**src/common/vcf_pkg.sv**
```systemverilog
// package of constants and types for the voltage output filter select block
package vcf_pkg;
    // register addresses on the internal register port
    localparam logic [7:0] ADDR_SRC_SEL  = 8'h46;  // output source select
    localparam logic [7:0] ADDR_FLT_CTL  = 8'h47;  // final filter control
    localparam logic [7:0] ADDR_RO_LO    = 8'h19;  // start of read-only range
    localparam logic [7:0] ADDR_RO_HI    = 8'h2C;  // end of read-only range
    // reset values
    localparam logic [7:0] RST_SRC_SEL   = 8'h04;
    localparam logic [7:0] RST_FLT_CTL   = 8'h00;
    // field positions
    localparam int         POS_IRQ_MASK  = 4;
    localparam int         POS_SRC_LO    = 2;
    localparam int         POS_FLT_SEL   = 7;
    localparam int         POS_AVG_LO    = 3;
    // writable bit masks, all other bits reserved
    localparam logic [7:0] WMASK_SRC_SEL = 8'h1C;
    localparam logic [7:0] WMASK_FLT_CTL = 8'hF8;
    // output source encodings
    localparam logic [1:0] SRC_FINAL     = 2'h0;
    localparam logic [1:0] SRC_CIC2      = 2'h1;
    localparam logic [1:0] SRC_DECHOP    = 2'h2;
    localparam logic [1:0] SRC_CIC1      = 2'h3;
    // averaging count encodings
    localparam logic [3:0] AVG_BYPASS    = 4'h0;
    localparam logic [3:0] AVG_1         = 4'h1;
    localparam logic [3:0] AVG_3         = 4'h3;
    localparam logic [3:0] AVG_7         = 4'h7;
    localparam logic [3:0] AVG_15        = 4'hF;

    // register access request from the serial interface
    typedef struct packed {
        logic       wr;
        logic       rd;
        logic [7:0] addr;
        logic [7:0] wdata;
    } vcf_req_t;

    // one sample word from each filter stage
    typedef struct packed {
        logic [15:0] fir;
        logic [15:0] cic2;
        logic [15:0] dechop;
        logic [15:0] cic1;
    } vcf_taps_t;
endpackage

```
**src/rtl/vcf_fifo.sv**
```systemverilog
// small flop-based fifo with valid and ready on both sides
module vcf_fifo #(
    parameter int WIDTH = 16,
    parameter int DEPTH = 4
) (
    input  wire logic             clk_sys,
    input  wire logic             sys_rst,
    input  wire logic             inValid,
    output logic                  inReady,
    input  wire logic [WIDTH-1:0] inData,
    output logic                  outValid,
    input  wire logic             outReady,
    output logic      [WIDTH-1:0] outData
);
    localparam int AW = $clog2(DEPTH);

    logic [WIDTH-1:0] mem_r [DEPTH];     // storage flops
    logic [AW-1:0]    wrPtr_r;           // write index
    logic [AW-1:0]    rdPtr_r;           // read index
    logic [AW:0]      count_r;           // fill level
    logic             push;              // accepted write
    logic             pop;               // accepted read

    assign inReady  = (count_r != (AW+1)'(DEPTH));
    assign outValid = (count_r != '0);
    assign outData  = mem_r[rdPtr_r];
    assign push     = inValid && inReady;
    assign pop      = outValid && outReady;

    // storage write
    always_ff @(posedge clk_sys) begin
        if (push) begin
            mem_r[wrPtr_r] <= inData;
        end
    end

    // pointers and level
    always_ff @(posedge clk_sys) begin
        if (sys_rst) begin
            wrPtr_r <= '0;
            rdPtr_r <= '0;
            count_r <= '0;
        end else begin
            if (push) begin
                wrPtr_r <= (wrPtr_r == AW'(DEPTH-1)) ? '0 : wrPtr_r + 1'b1;
            end
            if (pop) begin
                rdPtr_r <= (rdPtr_r == AW'(DEPTH-1)) ? '0 : rdPtr_r + 1'b1;
            end
            count_r <= count_r + (AW+1)'(push) - (AW+1)'(pop);
        end
    end
endmodule

```
**src/rtl/vcf_select.sv**
```systemverilog
// voltage channel output source, final filter and interrupt mask control
module vcf_select #(
    parameter int WIDTH = 16,
    parameter int DEPTH = 4
) (
    input  wire logic                clk_sys,
    input  wire logic                sys_rst,
    input  wire vcf_pkg::vcf_req_t   regReq,
    output logic [7:0]               regRdata_r,
    output logic                     regRvalid_r,
    input  wire vcf_pkg::vcf_taps_t  taps,
    input  wire logic                tapValid,
    input  wire logic                dataReady,
    output logic                     dataIrq_r,
    output logic [WIDTH-1:0]         outWord_r,
    output logic                     outValid_r,
    input  wire logic                outReady,
    output logic                     tapReady_r
);
    import vcf_pkg::*;

    ////////////////////////////////////////////////////////////////////////
    // registers and internal signals
    logic [7:0]       srcSel_r;          // output source select
    logic [7:0]       fltCtl_r;          // final filter control
    logic [15:0]      avgOut_r;          // moving average result
    logic [19:0]      accum_r;           // averaging accumulator
    logic [3:0]       avgCnt_r;          // samples in accumulator
    logic [15:0]      finalWord;         // fir or averaged word
    logic [WIDTH-1:0] selWord;           // chosen source word
    logic             fifoInReady;       // fifo space
    logic             fifoOutValid;      // fifo has data
    logic [WIDTH-1:0] fifoOutData;       // fifo head
    logic             fltMa;             // moving average selected
    logic [3:0]       avgSel;            // averaging count field
    logic [1:0]       srcField;          // source field
    logic             inRo;              // address in read-only range

    assign fltMa    = fltCtl_r[POS_FLT_SEL];
    assign avgSel   = fltCtl_r[POS_AVG_LO +: 4];
    assign srcField = srcSel_r[POS_SRC_LO +: 2];
    assign inRo     = (regReq.addr >= ADDR_RO_LO) && (regReq.addr <= ADDR_RO_HI);

    ////////////////////////////////////////////////////////////////////////
    // register writes, reserved bits masked off
    always_ff @(posedge clk_sys) begin
        if (sys_rst) begin
            srcSel_r <= RST_SRC_SEL;
            fltCtl_r <= RST_FLT_CTL;
        end else if (regReq.wr && !inRo) begin
            if (regReq.addr == ADDR_SRC_SEL) begin
                srcSel_r <= regReq.wdata & WMASK_SRC_SEL;
            end else if (regReq.addr == ADDR_FLT_CTL) begin
                fltCtl_r <= regReq.wdata & WMASK_FLT_CTL;
            end
        end
    end

    // register reads, one cycle after the strobe
    always_ff @(posedge clk_sys) begin
        if (sys_rst) begin
            regRdata_r  <= 8'h00;
            regRvalid_r <= 1'b0;
        end else begin
            regRvalid_r <= regReq.rd;
            if (!regReq.rd) begin
                regRdata_r <= regRdata_r;
            end else if (regReq.addr == ADDR_SRC_SEL) begin
                regRdata_r <= srcSel_r;
            end else if (regReq.addr == ADDR_FLT_CTL) begin
                regRdata_r <= fltCtl_r;
            end else begin
                regRdata_r <= 8'h00;                        // unmapped reads zero
            end
        end
    end

    ////////////////////////////////////////////////////////////////////////
    // interrupt gating
    always_ff @(posedge clk_sys) begin
        if (sys_rst) begin
            dataIrq_r <= 1'b0;
        end else begin
            dataIrq_r <= dataReady && !srcSel_r[POS_IRQ_MASK];
        end
    end

    ////////////////////////////////////////////////////////////////////////
    // moving average: sums count-field fir samples, then divides by the count
    always_ff @(posedge clk_sys) begin
        if (sys_rst) begin
            accum_r  <= '0;
            avgCnt_r <= '0;
            avgOut_r <= '0;
        end else if (tapValid && fifoInReady) begin
            if (avgSel == AVG_BYPASS) begin
                avgOut_r <= taps.fir;
                accum_r  <= '0;
                avgCnt_r <= '0;
            end else if (avgCnt_r + 4'h1 >= avgSel) begin
                // divide by count; 1,3,7,15 handled as true division
                avgOut_r <= 16'((accum_r + 20'(taps.fir)) / 20'(avgSel));
                accum_r  <= '0;
                avgCnt_r <= '0;
            end else begin
                accum_r  <= accum_r + 20'(taps.fir);
                avgCnt_r <= avgCnt_r + 4'h1;
            end
        end
    end

    assign finalWord = fltMa ? avgOut_r : taps.fir;

    ////////////////////////////////////////////////////////////////////////
    // source select
    always_comb begin
        case (srcField)
            SRC_FINAL:  selWord = WIDTH'(finalWord);
            SRC_CIC2:   selWord = WIDTH'(taps.cic2);
            SRC_DECHOP: selWord = WIDTH'(taps.dechop);
            default:    selWord = WIDTH'(taps.cic1);
        endcase
    end

    vcf_fifo #(
        .WIDTH (WIDTH),
        .DEPTH (DEPTH)
    ) u_fifo (
        .clk_sys  (clk_sys),
        .sys_rst  (sys_rst),
        .inValid  (tapValid),
        .inReady  (fifoInReady),
        .inData   (selWord),
        .outValid (fifoOutValid),
        .outReady (!outValid_r || outReady),
        .outData  (fifoOutData)
    );

    // output stage register
    always_ff @(posedge clk_sys) begin
        if (sys_rst) begin
            outWord_r  <= '0;
            outValid_r <= 1'b0;
            tapReady_r <= 1'b0;
        end else begin
            tapReady_r <= fifoInReady;
            if (!outValid_r || outReady) begin
                outValid_r <= fifoOutValid;
                outWord_r  <= fifoOutData;
            end
        end
    end

    ////////////////////////////////////////////////////////////////////////
    // checks
    property p_irq_mask;
        @(posedge clk_sys) disable iff (sys_rst)
        srcSel_r[POS_IRQ_MASK] && $past(srcSel_r[POS_IRQ_MASK]) |-> !dataIrq_r;
    endproperty
    a_irq_mask: assert property (p_irq_mask) else $error("masked irq fired");

    property p_irq_pass;
        @(posedge clk_sys) disable iff (sys_rst)
        dataReady && !srcSel_r[POS_IRQ_MASK] |=> dataIrq_r;
    endproperty
    a_irq_pass: assert property (p_irq_pass) else $error("irq lost");

    property p_src_cic2;
        @(posedge clk_sys) disable iff (sys_rst)
        srcField == SRC_CIC2 |-> selWord == WIDTH'(taps.cic2);
    endproperty
    a_src_cic2: assert property (p_src_cic2) else $error("bad source");

    property p_flt_fir;
        @(posedge clk_sys) disable iff (sys_rst)
        !fltMa && srcField == SRC_FINAL |-> selWord == WIDTH'(taps.fir);
    endproperty
    a_flt_fir: assert property (p_flt_fir) else $error("fir not chosen");

    property p_avg_bypass;
        @(posedge clk_sys) disable iff (sys_rst)
        avgSel == AVG_BYPASS && tapValid && fifoInReady |=> avgOut_r == $past(taps.fir);
    endproperty
    a_avg_bypass: assert property (p_avg_bypass) else $error("bypass broken");

    property p_ro_write;
        @(posedge clk_sys) disable iff (sys_rst)
        regReq.wr && inRo |=> $stable(srcSel_r) && $stable(fltCtl_r);
    endproperty
    a_ro_write: assert property (p_ro_write) else $error("ro write took");

    property p_reserved;
        @(posedge clk_sys) disable iff (sys_rst)
        ##1 (srcSel_r & ~WMASK_SRC_SEL) == 8'h00 && (fltCtl_r & ~WMASK_FLT_CTL) == 8'h00;
    endproperty
    a_reserved: assert property (p_reserved) else $error("reserved set");

    property p_wr_src;
        @(posedge clk_sys) disable iff (sys_rst)
        regReq.wr && regReq.addr == ADDR_SRC_SEL |=> srcSel_r == ($past(regReq.wdata) & WMASK_SRC_SEL);
    endproperty
    a_wr_src: assert property (p_wr_src) else $error("write lost");
endmodule

```
**config.mk**
```make
export PLATFORM = sky130hd
export DESIGN_NAME = vcf_select
export DESIGN_NICKNAME = d
export VERILOG_FILES = /design/src/common/vcf_pkg.sv /design/src/rtl/vcf_fifo.sv /design/src/rtl/vcf_select.sv
export SDC_FILE = /design/constraint.sdc
export NUM_CORES = 1
export LEC_CHECK = 0
export BUFFER_PORTS_ARGS = -buffer_cell sky130_fd_sc_hd__buf_2
export CORE_AREA = 2 2 187 189
export DETAILED_ROUTE_END_ITERATION = 7
export DIE_AREA = 0 0 189 191
export GPL_TIMING_DRIVEN = 0
export HOLD_SLACK_MARGIN = 0.15
export PLACE_DENSITY = 0.63
export SYNTH_ARGS = -nofsm -noshare
export SYNTH_HDL_FRONTEND = slang
export SYNTH_SLANG_ARGS = --single-unit
```
**constraint.sdc**
```tcl
create_clock -name clk_sys -period 63.4 [get_ports clk_sys]
set_clock_uncertainty 0.2 [all_clocks]
set_input_delay 12.68 -clock clk_sys [delete_from_list [all_inputs] [get_ports clk_sys]]
set_output_delay 12.68 -clock clk_sys [all_outputs]
set_load 0.02 [all_outputs]
```
==> flow_summary.toml <==
[run_status]
status = "complete, no violations"

[sta]
finalCritPeriodShare_pct = 86.3
max_freq_ghz = 0.0183
maxSlewViolCount = 0
setup_tns_ns = 0
relSlewSlack_pct = 21.5
min_period_ns = 54.68
tightest_slew_ns = 1.15
rsz0062_at_grt = "false"
setup_violations = 0
finalHoldViolations = 0

[die]
core_um2 = 34100
start_util_pct = 41.6
die_w_um = 189
core.rowCount = 68
dieArea_um2 = 36100
die_h_um = 191
ios = 115

[synthesis]
synth_ff_type = "dfxtp_1"
async_reset_ff_share_pct = 0
yosysTopAreaCell = "edfxtp_1"
yosysSeqAreaShare_pct = 25.0
synth_area_um2 = 14200
synth_edf_count = 64
yosys_warnings = 0
synth_cell_types = 108
syn_avg_cell_area_um2 = 8.49
ys_ff_latch = 145
synth_top_area_share_pct = 13.5
synth_area_leaders = "edfxtp_1 (14%), dfxtp_1 (11%), ha_1 (9.1%)"
synthCells = 1670

[global_routing]
antenna_found_initial = 0
grt_max_degree = 22
overflow = 0
grt_pass1_wl_mm = 67.7
gr-usage-all-layers_pct = 23.0
grt_pass1_vias = 13300

[place]
post_dp_cell_area_um2 = 15300
gp_congestion = 0.888
place_hpwl_mm = 32.9
port_buffers = 109

[route]
drc = 0
drtIter0Drc = 913
wire_per_inst_um = 18.4
drt-total-wl_mm = 41.8
avgViaCountPerCell = 5.97
firstDrtPassIters = 5
ant_nets = 0
vias = 13500

[clock_tree]
cts.sinks = 145
holdBufCountCts = 0
cts.htree.levels = 4
ctsResizeCount = 0
clk_path_buf_depth = 2
post_cts.repair.setup_buffers = 0
cts_root_buf = "clkbuf_16"
clkLatencyLatePin_ns = 0.42
cts_tree = "built"
cts_buffers = 17
clk_pin_slew_ns = 0.06

[cells_and_area]
nNetsFinal = 1992
mostFrequentLayoutCells = "nor2_1 (163), nand2_1 (146), a21oi_1 (140), buf_2 (117), ha_1 (103)"
final_cell_area_um2 = 15900
layout_commonest_cell = "nor2_1"
area_growth_pct = 12.0
seq_area_um2 = 3540
final_layout_size_suffix_gt1_share_pct = 16.1
antenna_cells = 0
fill_cells = 3344
multi_input_area_um2 = 10200
fin_util_pct = 46.6

[min_path]
worstHoldStart = "outWord_r[11]"
hold_path_end = "outWord_r[11]"
hold_path_class = "flip-flop to flip-flop"
holdPathStages = 2

[worst_setup_path]
start_kind = "input port"
crit_path_max_incr_delay_ns = 0.98
cp-end-kind = "flip-flop"
cp_max_fo = 10
cpMostUsedCell = "a21oi_1"
critPathKind = "input port to flip-flop"
cp.arrival_ns = 54.74
reg2reg_to = "avgOut_r[0]"
r2r_cells = 175
r2r_slack_ns = 20.82
crit_path_top_delay_cell = "a2111oi_0"
r2r-start = "accum_r[4]"
worst_ep_required_time_ns = 63.46

[run]
drv_cap = 0
[worst max path at each step]
stage | startpoint | end | slack, ns | depth (start not counted)
2_1_floorplan | taps[52] | avgOut_r[0] | 15.68 | 176
3_3_place_gp | taps[52] | avgOut_r[0] | 9.51 | 175
3_5_place_dp | taps[52] | avgOut_r[0] | 8.91 | 175
4_1_cts | taps[52] | avgOut_r[0] | 9.13 | 175
5_1_grt | taps[58] | avgOut_r[0] | 4.82 | 175
6_report | taps[52] | avgOut_r[0] | 8.72 | 176
[through the flow]
step / setup WS, ns / cells / hold slack, ns
finish: 8.72 / 2268 / 0.251
global route: 4.82 / 2268 / 0.277
CTS: 9.13 / 2268 / 0.250
detailed placement: 8.91 / 2236 / 0.242
global placement: 9.51 / 2235 / 0.239
floorplan: 15.68 / 1671 / 0.216
[state kept, by name, summed over array words and instances, names as in the netlist, 2 cells and up]
name and flops:
avgOut_r 16, u_fifo.count_r 3, fltCtl_r 5, avgCnt_r 4
u_fifo.rdPtr_r 2, outWord_r 16, u_fifo.mem_r 64, srcSel_r 3
accum_r 20, regRdata_r 6, u_fifo.wrPtr_r 2
[worst max-delay path: cells and delay by family]
kind,cells,cell delay (ns)
compound gates,83,18.82
xor+xnor,1,0.21
fa+ha+maj,21,6.48
buf+inv,10,1.31
mux,4,1.29
simple gates,57,13.86
[kinds of logic after synthesis]
logic type	count (synthesis)	share of synthesized area (%)
AND/OR/NAND/NOR	642	23.4
AO/OA/AOI/OAI	506	24.7
flip-flops	145	25.0
adder cells (fa/ha/maj)	105	9.37
buffers and inverters	104	3.03
multiplexers	91	9.73
XOR/XNOR	76	4.75
other	1	0.0264
[Yosys cell counts (8+ instances only)]
master / number
a211o_1: 14
a211oi_1: 30
a21o_1: 30
a21oi_1: 140
a22oi_1: 18
a31oi_1: 11
and2_1: 20
and3_1: 26
and4_1: 9
buf_2: 8
clkbuf_1: 36
dfxtp_1: 81
edfxtp_1: 64
ha_1: 103
inv_1: 50
mux2_2: 31
mux2i_1: 22
mux4_2: 32
nand2_1: 146
nand2b_1: 27
nand3_1: 69
nand4_1: 15
nor2_1: 163
nor2b_1: 15
nor3_1: 58
nor4_1: 8
o211ai_1: 25
o21a_1: 37
o21ai_0: 67
o21ai_1: 17
o31ai_1: 15
or2_2: 16
or3_1: 15
xnor2_1: 43
xor2_1: 32
[layout make-up]
type                            instances  share of cell area [%]
Clock buffer                           19                    2.85
Clock inverter                         13                   0.701
Tap cell                              455                    3.58
Multi-Input combinational cell       1422                    64.4
Buffer                                 53                    1.50
Timing Repair Buffer                  110                    3.48
Sequential cell                       145                    22.3
Inverter                               51                    1.21
[routing by layer]
layer | part of all wire (%) | GRT usage [%]
met1 | 45 | 29.2
met2 | 49 | 41.6
met3 | 4.2 | 2.02
met4 | 2.0 | 6.25
met5 | 0 | 0
Power is left out: the tool's default activity adds up to more than one toggle a clock period on the data nets, which glitch-free logic cannot reach.
